<file path="config.mk">
export PLATFORM = sky130hd
export DESIGN_NAME = amc_ctrl
export DESIGN_NICKNAME = d
export VERILOG_FILES = /design/src/hw/amc_pkg.sv /design/src/hw/amc_clk_if.sv /design/src/hw/amc_clk_sel.sv /design/src/hw/amc_ctrl.sv
export SDC_FILE = /design/constraint.sdc
export NUM_CORES = 1
export LEC_CHECK = 0
export BUFFER_PORTS_ARGS = -buffer_cell sky130_fd_sc_hd__buf_2
export CAP_MARGIN = 20
export CORE_UTILIZATION = 59
export DETAILED_ROUTE_END_ITERATION = 16
export PLACE_DENSITY = 0.85
export SLEW_MARGIN = 15
export SYNTH_ARGS = -nofsm -noshare
export SYNTH_HDL_FRONTEND = slang
export SYNTH_SLANG_ARGS = --single-unit
</file>
<file path="constraint.sdc">
create_clock -name clk_sys -period 5.4 [get_ports clk_sys]
set_input_delay 0.81 -clock clk_sys [delete_from_list [all_inputs] [get_ports clk_sys]]
set_output_delay 0.81 -clock clk_sys [all_outputs]
set_load 0.01 [all_outputs]
</file>
<file path="src/hw/amc_pkg.sv">
// constants, register map and mode codes for the converter mode/clock control
package amc_pkg;
	localparam int AMC_AW = 4;
	localparam int AMC_DW = 16;
	// register offsets
	localparam logic [3:0] AMC_ADDR_SETUP = 4'h1;
	localparam logic [3:0] AMC_ADDR_RESULT = 4'h2;
	localparam logic [3:0] AMC_ADDR_PINFN = 4'h3;
	localparam logic [3:0] AMC_ADDR_STATUS = 4'h4;
	localparam logic [15:0] AMC_SETUP_RESET = 16'h0000;
	localparam logic [15:0] AMC_RESULT_RESET = 16'h0000;
	localparam logic [15:0] AMC_PINFN_RESET = 16'h0000;
	localparam logic [15:0] AMC_PINFN_MASK = 16'h07ff;
	// setup field layout
	localparam int AMC_F_CLK_LO = 0;
	localparam int AMC_F_MODE_LO = 2;
	localparam int AMC_F_FRAC = 6;
	// modes
	localparam logic [3:0] AMC_M_CONT = 4'h0;
	localparam logic [3:0] AMC_M_SINGLE = 4'h1;
	localparam logic [3:0] AMC_M_STANDBY = 4'h2;
	localparam logic [3:0] AMC_M_PDOWN = 4'h3;
	localparam logic [3:0] AMC_M_IDLE = 4'h4;
	localparam logic [3:0] AMC_M_ICAL_Z = 4'h5;
	localparam logic [3:0] AMC_M_ICAL_F = 4'h6;
	localparam logic [3:0] AMC_M_SCAL_Z = 4'h7;
	localparam logic [3:0] AMC_M_SCAL_F = 4'h8;
	localparam logic [3:0] AMC_M_DUTY = 4'h9;
	localparam logic [3:0] AMC_M_SEQ_IDLE = 4'ha;
	localparam logic [3:0] AMC_M_SEQ_HOLD = 4'hb;
	// clock select codes
	localparam logic [1:0] AMC_CK_INT = 2'h0;
	localparam logic [1:0] AMC_CK_INT_OUT = 2'h1;
	localparam logic [1:0] AMC_CK_EXT = 2'h2;
	localparam logic [1:0] AMC_CK_EXT_DIV2 = 2'h3;
	// duty cycle frame of 16 slots: active slots for 1/4 and 1/16
	localparam logic [3:0] AMC_DUTY_Q_LAST = 4'h3;
	localparam logic [3:0] AMC_DUTY_S_LAST = 4'h0;
	localparam logic [3:0] AMC_SLOT_LAST = 4'hf;
	typedef enum logic [2:0] {
		AMC_ST_IDLE = 3'b000,
		AMC_ST_CONV = 3'b001,
		AMC_ST_CAL = 3'b011,
		AMC_ST_HOLD = 3'b010,
		AMC_ST_OFF = 3'b110
	} amc_state_t;
	typedef enum logic [1:0] {
		AMC_CAL_IZ = 2'h0,
		AMC_CAL_IF = 2'h1,
		AMC_CAL_SZ = 2'h2,
		AMC_CAL_SF = 2'h3
	} amc_cal_t;
endpackage

</file>
<file path="src/hw/amc_clk_if.sv">
// clock selection signals shared between the control core and clock unit
`timescale 1ns/1ps
interface amc_clk_if;
	logic [1:0] sel;
	logic tick;
	logic pin_out;
	logic pin_oe_n;
	modport core (output sel, input tick, pin_out, pin_oe_n);
	modport unit (input sel, output tick, pin_out, pin_oe_n);
endinterface

</file>
<file path="src/hw/amc_clk_sel.sv">
// master clock source selection, pin drive and divide by two
`timescale 1ns/1ps
module amc_clk_sel
(
	// system
	input wire logic clk_sys,
	input wire logic reset,
	// sources
	input wire logic int_osc,
	input wire logic clk_pin_in,
	// to core
	amc_clk_if.unit cif
);
	import amc_pkg::*;
	logic osc_d_reg;
	logic pin_d_reg;
	logic half_reg;
	logic src_rise;
	// ************************************************
	// sampled sources and edge of selected clock
	// ************************************************
	always_ff @(posedge clk_sys or posedge reset)
	begin
		if (reset)
		begin
			osc_d_reg <= 1'b0;
			pin_d_reg <= 1'b0;
		end
		else
		begin
			osc_d_reg <= int_osc;
			pin_d_reg <= clk_pin_in;
		end
	end
	always_ff @(posedge clk_sys or posedge reset)
	begin
		if (reset)
			half_reg <= 1'b0;
		else if (cif.sel == AMC_CK_EXT_DIV2 && clk_pin_in && !pin_d_reg)
			half_reg <= ~half_reg;
	end
	always_comb
	begin
		unique case (cif.sel)
			AMC_CK_INT, AMC_CK_INT_OUT:
				src_rise = int_osc && !osc_d_reg;
			AMC_CK_EXT:
				src_rise = clk_pin_in && !pin_d_reg;
			AMC_CK_EXT_DIV2:
				src_rise = clk_pin_in && !pin_d_reg && half_reg;
		endcase
	end
	assign cif.tick = src_rise;
	assign cif.pin_out = (cif.sel == AMC_CK_INT_OUT) ? int_osc : 1'b0;
	assign cif.pin_oe_n = (cif.sel != AMC_CK_INT_OUT);
endmodule

</file>
<file path="src/hw/amc_ctrl.sv">
// mode control core with register port for the sigma-delta converter
//
// The strobed register port was chosen for this implementation.
`timescale 1ns/1ps
// Behaviour
// - mode 0110 runs internal gain calibration, then mode becomes idle.
// - mode 0111 runs system offset calibration, then mode becomes idle.
// - mode 1000 runs system gain calibration, then mode becomes idle.
// - duty mode alternates sequence conversion with standby per fraction bit.
// - mode 1010 converts once per sync falling pulse, idles between.
// - mode 1011 converts once per sync falling pulse, standby between.
// - clock select 00 uses internal oscillator, clock pin not driven.
// - clock select 01 uses internal oscillator and drives it on pin.
// - clock select 10 takes master clock straight from the pin.
// - clock select 11 halves a double-rate pin clock.
// - result register at address 2, read only, 16 bits, resets zero.
// - pin function control register at address 3, resets to zero.
// - idle holds filter and modulator in reset, nothing else changes.
// - fraction bit clear gives 1/4 activity, set gives 1/16.
module amc_ctrl
#(
	parameter int CAL_TICKS = 32,
	parameter int SEQ_TICKS = 8
)
(
	// system
	input wire logic clk_sys,
	input wire logic reset,
	// register port
	input wire logic [amc_pkg::AMC_AW-1:0] reg_addr,
	input wire logic [amc_pkg::AMC_DW-1:0] reg_wdata,
	input wire logic reg_wr,
	input wire logic reg_rd,
	output logic [amc_pkg::AMC_DW-1:0] reg_rdata,
	// pins
	input wire logic sync_n,
	input wire logic int_osc,
	input wire logic clk_pin_in,
	output logic clk_pin_out,
	output logic clk_pin_oe_n,
	// converter core
	input wire logic result_valid,
	input wire logic [amc_pkg::AMC_DW-1:0] result_data,
	output logic filter_reset,
	output logic conv_run,
	output logic cal_run,
	output logic [1:0] cal_kind,
	output logic low_power_hold,
	output logic power_down,
	output logic [amc_pkg::AMC_DW-1:0] pin_function
);
	import amc_pkg::*;
	localparam logic [7:0] CAL_LAST = 8'(CAL_TICKS - 1);
	localparam logic [7:0] SEQ_LAST = 8'(SEQ_TICKS - 1);

	amc_clk_if cif ();
	logic [AMC_DW-1:0] setup_reg;
	logic [AMC_DW-1:0] result_reg;
	logic [AMC_DW-1:0] pinfn_reg;
	logic [AMC_DW-1:0] rdata_reg;
	amc_state_t state_reg;
	amc_state_t state_next;
	logic [7:0] cnt_reg;
	logic [3:0] slot_reg;
	logic sync_d_reg;
	logic sync_pend_reg;
	logic cal_done;
	logic seq_done;
	logic sync_fall;
	logic [3:0] mode;
	logic frac;
	logic [1:0] cal_kind_reg;
	logic [7:0] hold_cnt_reg;
	logic slot_end;
	logic [3:0] slot_after;
	logic [AMC_DW-1:0] status_word;

	// ************************************************
	// helper functions
	// ************************************************
	function automatic logic is_cal(input logic [3:0] m);
		is_cal = (m >= AMC_M_ICAL_Z) && (m <= AMC_M_SCAL_F);
	endfunction

	function automatic logic is_sync_mode(input logic [3:0] m);
		is_sync_mode = (m == AMC_M_SEQ_IDLE) || (m == AMC_M_SEQ_HOLD);
	endfunction

	function automatic logic wr_to(input logic w,
		input logic [AMC_AW-1:0] a, input logic [AMC_AW-1:0] t);
		wr_to = w && (a == t);
	endfunction

	function automatic logic [7:0] seq_wrap(input logic [7:0] c);
		seq_wrap = (c == SEQ_LAST) ? 8'h00 : c + 8'h01;
	endfunction

	assign mode = setup_reg[AMC_F_MODE_LO +: 4];
	assign frac = setup_reg[AMC_F_FRAC];
	assign cif.sel = setup_reg[AMC_F_CLK_LO +: 2];

	// ************************************************
	// clock selection unit
	// ************************************************
	amc_clk_sel u_clk
	(
		.clk_sys(clk_sys),
		.reset(reset),
		.int_osc(int_osc),
		.clk_pin_in(clk_pin_in),
		.cif(cif)
	);
	assign clk_pin_out = cif.pin_out;
	assign clk_pin_oe_n = cif.pin_oe_n;

	// ************************************************
	// setup register: software write, hardware return to idle
	// ************************************************
	// a write in the completing cycle wins over the return to idle
	always_ff @(posedge clk_sys or posedge reset)
	begin
		if (reset)
			setup_reg <= AMC_SETUP_RESET;
		else if (wr_to(reg_wr, reg_addr, AMC_ADDR_SETUP))
			setup_reg <= reg_wdata;
		else if (cal_done)
			setup_reg[AMC_F_MODE_LO +: 4] <= AMC_M_IDLE;
	end

	// ************************************************
	// pin function control register
	// ************************************************
	always_ff @(posedge clk_sys or posedge reset)
	begin
		if (reset)
			pinfn_reg <= AMC_PINFN_RESET;
		else if (wr_to(reg_wr, reg_addr, AMC_ADDR_PINFN))
			pinfn_reg <= reg_wdata & AMC_PINFN_MASK;
	end
	assign pin_function = pinfn_reg;

	// ************************************************
	// conversion result
	// ************************************************
	always_ff @(posedge clk_sys or posedge reset)
	begin
		if (reset)
			result_reg <= AMC_RESULT_RESET;
		else if (result_valid)
			result_reg <= result_data;
	end

	// ************************************************
	// read port: data one cycle after strobe
	// ************************************************
	always_ff @(posedge clk_sys or posedge reset)
	begin
		if (reset)
			rdata_reg <= '0;
		else if (reg_rd)
		begin
			unique case (reg_addr)
				AMC_ADDR_SETUP:
					rdata_reg <= setup_reg;
				AMC_ADDR_RESULT:
					rdata_reg <= result_reg;
				AMC_ADDR_PINFN:
					rdata_reg <= pinfn_reg;
				AMC_ADDR_STATUS:
					rdata_reg <= status_word;
				default:
					rdata_reg <= '0;
			endcase
		end
		else
			rdata_reg <= '0;
	end
	assign reg_rdata = rdata_reg;

	// ************************************************
	// status word: state code in the low bits
	// ************************************************
	assign status_word = {13'h0, state_reg};

	// ************************************************
	// sync pin falling pulse capture
	// ************************************************
	assign sync_fall = sync_d_reg && !sync_n;
	always_ff @(posedge clk_sys or posedge reset)
	begin
		if (reset)
			sync_d_reg <= 1'b1;
		else
			sync_d_reg <= sync_n;
	end

	// ************************************************
	// pending sync pulse: a pulse beats the clear in one cycle
	// ************************************************
	always_ff @(posedge clk_sys or posedge reset)
	begin
		if (reset)
			sync_pend_reg <= 1'b0;
		else if (sync_fall && is_sync_mode(mode))
			sync_pend_reg <= 1'b1;
		else if (state_reg == AMC_ST_CONV && is_sync_mode(mode))
			sync_pend_reg <= 1'b0;
	end

	// ************************************************
	// activity counters on master clock ticks
	// ************************************************
	assign cal_done = state_reg == AMC_ST_CAL && cif.tick &&
		cnt_reg == CAL_LAST && is_cal(mode);
	assign seq_done = state_reg == AMC_ST_CONV && cif.tick &&
		cnt_reg == SEQ_LAST;
	always_ff @(posedge clk_sys or posedge reset)
	begin
		if (reset)
			cnt_reg <= '0;
		else if (state_reg != state_next)
			cnt_reg <= '0;
		else if (cif.tick && (state_reg == AMC_ST_CAL ||
			state_reg == AMC_ST_CONV))
			cnt_reg <= (cnt_reg == SEQ_LAST && state_reg == AMC_ST_CONV)
				? '0 : cnt_reg + 8'h01;
	end

	// ************************************************
	// duty frame: sixteen slots of one sequence time each
	// ************************************************

	function automatic logic duty_active(input logic [3:0] s,
		input logic f);
		duty_active = f ? (s <= AMC_DUTY_S_LAST)
			: (s <= AMC_DUTY_Q_LAST);
	endfunction

	// hold state counts sequence time too, so slots advance in standby
	always_ff @(posedge clk_sys or posedge reset)
	begin
		if (reset)
			hold_cnt_reg <= '0;
		else if (state_reg != AMC_ST_HOLD)
			hold_cnt_reg <= '0;
		else if (cif.tick)
			hold_cnt_reg <= seq_wrap(hold_cnt_reg);
	end
	assign slot_end = cif.tick && ((state_reg == AMC_ST_CONV &&
		cnt_reg == SEQ_LAST) || (state_reg == AMC_ST_HOLD &&
		hold_cnt_reg == SEQ_LAST));
	assign slot_after = (slot_reg == AMC_SLOT_LAST) ? '0 : slot_reg + 4'h1;

	// in duty mode the slot advances at every slot end, in standby as well; other modes hold it at zero
	always_ff @(posedge clk_sys or posedge reset)
	begin
		if (reset)
			slot_reg <= '0;
		else if (mode != AMC_M_DUTY)
			slot_reg <= '0;
		else if (slot_end)
			slot_reg <= slot_after;
	end

	// ************************************************
	// calibration kind
	// ************************************************
	// registered so the kind changes together with the state
	always_ff @(posedge clk_sys or posedge reset)
	begin
		if (reset)
			cal_kind_reg <= '0;
		else
			cal_kind_reg <= 2'(mode - AMC_M_ICAL_Z);
	end

	// ************************************************
	// operating state
	// ************************************************
	always_comb
	begin
		state_next = state_reg;
		unique case (mode)
			AMC_M_CONT, AMC_M_SINGLE:
				state_next = AMC_ST_CONV;
			AMC_M_STANDBY:
				state_next = AMC_ST_HOLD;
			AMC_M_PDOWN:
				state_next = (state_reg == AMC_ST_HOLD ||
					state_reg == AMC_ST_OFF) ? AMC_ST_OFF : AMC_ST_CONV;
			AMC_M_IDLE:
				state_next = AMC_ST_IDLE;
			AMC_M_ICAL_Z, AMC_M_ICAL_F, AMC_M_SCAL_Z, AMC_M_SCAL_F:
				state_next = cal_done ? AMC_ST_IDLE
					: AMC_ST_CAL;
			AMC_M_DUTY:
			begin
				if (state_reg != AMC_ST_CONV && state_reg != AMC_ST_HOLD)
					state_next = AMC_ST_CONV;
				else if (slot_end)
					state_next = duty_active(slot_after, frac)
						? AMC_ST_CONV : AMC_ST_HOLD;
			end
			AMC_M_SEQ_IDLE, AMC_M_SEQ_HOLD:
			begin
				if (state_reg == AMC_ST_CONV)
				begin
					if (seq_done)
						state_next = (mode == AMC_M_SEQ_IDLE)
							? AMC_ST_IDLE : AMC_ST_HOLD;
				end
				else if (sync_pend_reg)
					state_next = AMC_ST_CONV;
				else
					state_next = (mode == AMC_M_SEQ_IDLE)
						? AMC_ST_IDLE : AMC_ST_HOLD;
			end
			// reserved codes keep the present state
			default:
				state_next = state_reg;
		endcase
	end

	always_ff @(posedge clk_sys or posedge reset)
	begin
		if (reset)
			state_reg <= AMC_ST_IDLE;
		else
			state_reg <= state_next;
	end

	// ************************************************
	// converter core controls
	// ************************************************
	// all core controls decode state flip-flops only, except cal_kind, which comes from cal_kind_reg
	assign filter_reset = state_reg == AMC_ST_IDLE;
	assign conv_run = state_reg == AMC_ST_CONV;
	assign cal_run = state_reg == AMC_ST_CAL;
	assign cal_kind = cal_kind_reg;
	assign low_power_hold = state_reg == AMC_ST_HOLD;
	assign power_down = state_reg == AMC_ST_OFF;
endmodule

</file>
==> flow_summary.yaml, run 1 <==
global_route:
  grt_usage: 0.2732
  grt_max_degree: 61
  grtUsageMet3: 0.09479
  antenna_found_initial: 0
  grt_pass1_wl_mm: 15.55
  grt_overflow_total: 0
  grt-busiest-layer: "met2"
  grtUsageMet2: 0.4382
  grtUsageMet1: 0.3443
  grt_pass1_vias: 3289
clock_tree:
  cts_max_level: 3
  worstSkewPairLatency_ns: 0.37
  cts_tree: "yes"
  cts_buffers: 9
  cts_root_buf: "clkbuf_8"
  post_cts_buffers: 0
  cts_buffer_depth: 2
  ctsResizeCount: 0
  clkTransAtPathRegs_ns: 0.10
  clock-sinks: 89
  hold_buffers: 0
yosys:
  syn_inst: 383
  synth-seq-cells: 89
  synth.yosys.seq_area_share: 0.5180
  synth_cell_types: 63
  synth_edf_count: 0
  yosys_warnings: 0
  ys_async_sr_fraction: 1.000
  ys.flop_type: "dfrtp_1"
  synth_area_um2: 4302
  postSynthAreaPerCell_um2: 11.23
worst_setup_path:
  worst-setup-path-type: "reg -> reg"
  ff2ff_setup_slack_ns: 2.42
  critPathCaptureType: "register"
  arrival_ns: 3.26
  crit_required_ns: 5.68
  slowest_delay_ns: 0.56
  cp_cell_sequence: "ha_1, nand3b_2, or3_1, or4_4, a211oi_4, a21oi_2, a2111o_4, nor4b_4"
  critical_path.slowest_cell: "or4_4"
  cp-start-kind: "register"
  crit_fanout: 8
routing:
  drt_pass1_iterations: 5
  drc_errors: 0
  vias: 3249
  drt-initial-drc-count: 230
  routed_wl_mm: 9.345
  vias_per_cell: 5.791
  drtAntennaViolNets: 0
  wl_per_cell_um: 16.66
die:
  initial_core_util: 0.6228
  placement_rows: 30
  die-area_um2: 7636
  core_area_um2: 6907
  io_pins: 85
  die_w_um: 87.39
  fp.dieH_um: 87.39
sta:
  tightest_slew_ns: 1.026
  fmax_ghz: 0.3351
  slew_viol_final: 0
  timing.final.crit_share: 0.5526
  fin_crit_ns: 2.984
  setup_viol: 0
  rsz0062_at_grt: "no"
  holdWs_ns: 0.4300
  skew_ns: 0.01246
  relSlewSlack: 0.3134
  tns_ns: 0
  layout_setup_ws_ns: 2.416
  hold_viol_final: 0
placed_design:
  gp_congestion: 0.9421
  port_buffers: 79
  dp_hpwl_mm: 6.642
  place_ws_ns: 2.166
run_status:
  status: "finished, final reports clean"
layout:
  fin_nets: 512
  syn_to_final_growth_pct: 14.72
  postLayoutCoreUtil: 0.7145
  final_layout_size_suffix_gt1_frac: 0.3290
  antenna-diode-count: 0
flow_run:
  maxCapViolations: 0
min_path:
  hp-class: "in -> async"
pwr:
  power_density_nw_per_um2: 348.6
  p_leak_nw: 2.329
  peakVddDrop_v: 0.0002355
## worst paths after layout
check                                           start                          to  cells past startpoint
setup reg to reg               cnt_reg[0]$_DFFE_PP0P_      cnt_reg[3]$_DFFE_PP0P_                      8
min in group clk_sys       u_clk.half_reg$_DFFE_PP0P_  u_clk.half_reg$_DFFE_PP0P_                      1
max in group asynchronous                       reset     slot_reg[2]$_DFFE_PP0P_                      3
hold reg to reg            u_clk.half_reg$_DFFE_PP0P_  u_clk.half_reg$_DFFE_PP0P_                      1
setup / recovery               cnt_reg[0]$_DFFE_PP0P_      cnt_reg[3]$_DFFE_PP0P_                      8
hold / removal                                  reset    setup_reg[1]$_DFFE_PP0P_                      2
## cell families (layout without fill, tap and decap cells)
kind of cell / after synthesis / count (layout) / share of synthesized area
compound gates: 66 / 66 / 0.1175
xor+xnor: 12 / 12 / 0.02443
other cells: 1 / 5 / 0.0008718
mux: 42 / 42 / 0.1091
simple gates: 135 / 135 / 0.1710
buf+inv: 30 / 108 / 0.03578
fa+ha+maj: 8 / 8 / 0.02327
flops: 89 / 89 / 0.5180
## metal layers
metal / share of wire / vias to the layer above
met4: 0.019 / 0
met3: 0.072 / 20
met5: 0 / -
li1: - / 1526
met2: 0.49 / 116
met1: 0.42 / 1587
## cell usage after synthesis, types with 2 or more instances
| master | instances | area (um2) |
|---|---|---|
| and3_1 | 4 | 25.02 |
| nand2b_1 | 3 | 18.77 |
| a32o_1 | 3 | 30.03 |
| nor3_1 | 9 | 45.04 |
| a32oi_1 | 2 | 17.52 |
| and3b_1 | 2 | 17.52 |
| mux2i_1 | 3 | 30.03 |
| xor2_1 | 6 | 52.55 |
| o21ai_0 | 13 | 65.06 |
| a22oi_1 | 9 | 67.56 |
| mux2_2 | 39 | 439.2 |
| buf_4 | 7 | 52.55 |
| a31oi_1 | 2 | 12.51 |
| a21oi_1 | 10 | 50.05 |
| a21o_1 | 2 | 15.01 |
| xnor2_1 | 6 | 52.55 |
| and2_2 | 2 | 15.01 |
| clkbuf_1 | 7 | 26.28 |
| nor3b_2 | 2 | 25.02 |
| nor3b_1 | 4 | 30.03 |
| buf_6 | 2 | 22.52 |
| a222oi_1 | 8 | 80.08 |
| nand4_1 | 2 | 12.51 |
| o21a_1 | 2 | 15.01 |
| nand3b_1 | 4 | 30.03 |
| nor2_1 | 44 | 165.2 |
| and2_1 | 2 | 12.51 |
| buf_1 | 3 | 11.26 |
| inv_1 | 11 | 41.29 |
| nand2_1 | 22 | 82.58 |
| dfrtp_1 | 88 | 2202 |
| a211oi_1 | 2 | 15.01 |
| nor4_1 | 2 | 12.51 |
| nor2b_1 | 5 | 31.28 |
| or4_1 | 3 | 22.52 |
| nand3_1 | 8 | 40.04 |
| a221oi_1 | 3 | 26.28 |
| ha_1 | 8 | 100.1 |
| or3_1 | 5 | 31.28 |
## through the flow
stage	power, mW	cell area (um2)	instances
6_report	1.720	4935	561
5_1_grt	1.812	4935	561
4_1_cts	1.725	4935	561
3_5_place_dp	1.276	4736	545
3_3_place_gp	1.253	4736	545
2_1_floorplan	1.149	4317	387
## critical path: cells and delay by family, from the launching register on
kind                       cells  cell delay [ns]
DFF                            1             0.40
AOI/OAI and AO/OA              3             0.96
adders and majority gates      1             0.26
and+or+nand+nor                4             1.26
## layout by cell type, fill, tap and decap left out, types with 3 or more instances in the layout
cell type / n
dfrtp_1: 88
buf_2: 79
nor2_1: 44
mux2_2: 39
nand2_1: 22
o21ai_0: 13
a21oi_1: 10
inv_1: 10
clkbuf_8: 10
nor3_1: 9
a22oi_1: 9
nand3_1: 8
a222oi_1: 8
ha_1: 8
xnor2_1: 6
xor2_1: 6
or3_1: 5
nor2b_1: 5
conb_1: 5
and3_1: 4
nor3b_1: 4
nand3b_1: 4
or4_1: 3
nand2b_1: 3
a32o_1: 3
a221oi_1: 3
mux2i_1: 3
## layout make-up
type,count,area (um2)
Clock inverter,6,61.31
Clock buffer,10,137.6
Inverter,11,42.54
Tap cell,96,120.1
Sequential cell,89,2228
Multi-Input combinational cell,268,1934
Fill cell,505,1972
Timing Repair Buffer,81,410.4
## report_power, final
| group | total [mW] | leakage [nW] | switching [mW] | internal, mW |
|---|---|---|---|---|
| Sequential | 0.830 | 1.14 | 0.0807 | 0.750 |
| Clock | 0.451 | 0.0982 | 0.260 | 0.191 |
| Combinational | 0.439 | 1.10 | 0.242 | 0.196 |
| Total | 1.72 | 2.33 | 0.583 | 1.14 |
(Power assumes the default switching activity.)
==> run 2: changes to the inputs <==
--- a/config.mk
+++ b/config.mk
@@ -5,11 +5,12 @@
 export SDC_FILE = /design/constraint.sdc
 export NUM_CORES = 1
 export LEC_CHECK = 0
+export ABC_AREA = 1
 export BUFFER_PORTS_ARGS = -buffer_cell sky130_fd_sc_hd__buf_2
 export CAP_MARGIN = 20
-export CORE_UTILIZATION = 59
+export CORE_UTILIZATION = 55
 export DETAILED_ROUTE_END_ITERATION = 16
-export PLACE_DENSITY = 0.85
+export PLACE_DENSITY = 0.8
 export SLEW_MARGIN = 15
 export SYNTH_ARGS = -nofsm -noshare
 export SYNTH_HDL_FRONTEND = slang
==> constraint.sdc (replaced) <==
create_clock -name clk_sys -period 2.95 [get_ports clk_sys]
set_input_delay 0.4425 -clock clk_sys [delete_from_list [all_inputs] [get_ports clk_sys]]
set_output_delay 0.4425 -clock clk_sys [all_outputs]
set_load 0.01 [all_outputs]
==> run 2 against run 1 <==
Register-to-register slack got worse by 1.6 ns. Clock-buffer cell count did not move. Sequential cell count did not move. Cell count rose by 23%. Setup slack got worse by 1.6 ns. Utilization fell by 4.1 points. Sequential share of layout area fell by 0.46 points. Die area rose by 6.9%.
==> flow_summary.yaml, run 2 <==
worst_setup_path:
  crit_required_ns: 3.24
  crit_fanout: 8
  critPathCaptureType: "register"
  ff2ff_setup_slack_ns: 0.86
  r2r-start: "setup_reg[2]$_DFFE_PP0P_"
  cp-start-kind: "register"
  crit_path_end: "cnt_reg[5]$_DFFE_PP0P_"
  ff2ff_path_depth: 12
  cp-startpoint: "setup_reg[2]$_DFFE_PP0P_"
  worst-setup-path-type: "reg -> reg"
  r2r_end: "cnt_reg[5]$_DFFE_PP0P_"
  arrival_ns: 2.38
placed_design:
  place_area_um2: 4783
  dp_hpwl_mm: 6.941
  port_buffers: 79
  place_ws_ns: 0.7892
  dp_cells: 673
  gp_congestion: 0.8233
yosys:
  postSynthAreaPerCell_um2: 8.515
  ys_async_sr_fraction: 1.000
  synth_top_area_cell: "dfrtp_1"
  synth_edf_count: 0
  synth_top_area_frac: 0.5131
  synth_area_um2: 4292
  synth-seq-cells: 89
  synth.most_common_cell: "nand2_1"
  synth.yosys.seq_area_share: 0.5192
  syn_inst: 504
  yosys_warnings: 0
  ys_top_cells_by_area: "dfrtp_1 51%, nand2_1 10%, inv_1 6.3%"
  synth_cell_types: 42
  synth_commonest_cells: "117 x nand2_1, 88 x dfrtp_1, 72 x inv_1"
  ys.flop_type: "dfrtp_1"
global_route:
  grt_overflow_total: 0
  grtUsageMet2: 0.4173
  grtUsageMet3: 0.05808
  grtUsageMet1: 0.3146
  grt-busiest-layer: "met2"
  antenna_found_initial: 0
  grt_pass1_vias: 3538
  grt_max_degree: 56
  grt_usage: 0.2488
  grt_pass1_wl_mm: 16.11
sta:
  slew_viol_final: 0
  hold_viol_final: 0
  relSlewSlack: 0.5335
  timing.final.crit_share: 0.7084
  tightest_slew_ns: 0.6981
  fmax_ghz: 0.4785
  skew_ns: 0.008871
  setup_viol: 0
  rsz0062_at_grt: "no"
  layout_setup_ws_ns: 0.8603
  fin_crit_ns: 2.090
  tns_ns: 0
clock_tree:
  ctsResizeCount: 0
  post_cts_buffers: 0
  cts_buffer_depth: 2
  cts_tree: "yes"
  clock-sinks: 89
  cts_max_level: 3
  cts_root_buf: "clkbuf_8"
  worstSkewPairLatency_ns: 0.36
  cts_buffers: 9
  clkTransAtPathRegs_ns: 0.09
  hold_buffers: 0
layout:
  antenna-diode-count: 0
  postLayoutCoreUtil: 0.6730
  final_layout_size_suffix_gt1_frac: 0.2220
  most-common-layout-cells: "117 x nand2_1, 88 x dfrtp_1, 79 x buf_2"
  layout.cells.non_filler: 689
  nFillCells: 614
  syn_to_final_growth_pct: 16.18
  fin_nets: 637
  final_cell_area_um2: 4986
  final_common_cell: "nand2_1"
die:
  fp.dieH_um: 90.34
  placement_rows: 31
  io_pins: 85
  initial_core_util: 0.5793
  core_area_um2: 7408
  die-area_um2: 8160
  die_w_um: 90.34
run_status:
  status: "finished, final reports clean"
routing:
  vias_per_cell: 5.196
  vias: 3580
  wl_per_cell_um: 13.75
  drt-initial-drc-count: 165
  routed_wl_mm: 9.477
  drc_errors: 0
  drt_pass1_iterations: 4
  drtAntennaViolNets: 0
pwr:
  power_density_nw_per_um2: 648.4
  p_leak_nw: 2.602
  peakVddDrop_v: 0.0004039
flow_run:
  maxCapViolations: 0
min_path:
  hp-class: "in -> async"
## run 2: cell types whose count changed after synthesis, moves of 11 or more
cell	previous run	this run
nand2_1	22	117
inv_1	11	72
mux2_2	39	11
o21ai_0	13	36
a21oi_1	10	23
nand3_1	8	19
## run 2: power breakdown
group,switching (mW),internal [mW]
sequential,0.129,1.38
combinational,0.549,0.312
clock,0.463,0.404
## run 2: cells by family after synthesis
logic type,share of synthesized area
compound gates,0.1271
buf+inv,0.08892
simple gates,0.2015
other cells,0.0008738
mux,0.02886
fa+ha+maj,0.02332
flops,0.5192
xor+xnor,0.01020
## run 2: cell type report
type	instances	area [um2]	share of cell area
Sequential cell	89	2228	0.4469
Clock buffer	10	127.6	0.02560
Multi-Input combinational cell	323	1697	0.3403
Tap cell	99	123.9	0.02484
Inverter	80	304.0	0.06098
Clock inverter	6	75.07	0.01506
Timing Repair Buffer	82	430.4	0.08632
## run 2: critical path, stage by stage (launching register included)
cell     delay [ns]
dfrtp_1        0.38
inv_1          0.12
ha_1           0.23
inv_1          0.11
nand4_1        0.11
o21ai_2        0.10
inv_2          0.06
o21ai_0        0.25
xor2_1         0.18
nand2_1        0.11
nor2_4         0.11
nand3_4        0.13
nor2_1         0.12
## run 2: worst min path at each step
| stage | startpoint | endpoint | slack (ns) | cells past startpoint |
|---|---|---|---|---|
| floorplan | sync_n | sync_d_reg$_DFF_PP1_ | 0.45 | 0 |
| global placement | setup_reg[10]$_DFFE_PP0P_ | setup_reg[10]$_DFFE_PP0P_ | 0.47 | 2 |
| detailed placement | setup_reg[10]$_DFFE_PP0P_ | setup_reg[10]$_DFFE_PP0P_ | 0.48 | 2 |
| CTS | reset | cnt_reg[3]$_DFFE_PP0P_ | 0.15 | 2 |
| global route | sync_n | sync_d_reg$_DFF_PP1_ | 0.18 | 1 |
| finish | reset | hold_cnt_reg[7]$_DFFE_PP0P_ | 0.13 | 2 |
## run 2: metal layers
layer / up-vias / routed length [um]
met5: - / 0
met3: 14 / 560
met2: 107 / 4570
met4: 0 / 187
met1: 1689 / 4158
li1: 1770 / -
## run 2: metrics by stage
| step | hold slack (ns) | total power [mW] |
|---|---|---|
| 3_5_place_dp | 0.4810 | 2.385 |
| 2_1_floorplan | 0.4470 | 2.106 |
| 4_1_cts | 0.1526 | 3.247 |
| 5_1_grt | 0.1759 | 3.432 |
| 3_3_place_gp | 0.4662 | 2.348 |
| 6_report | 0.1327 | 3.233 |
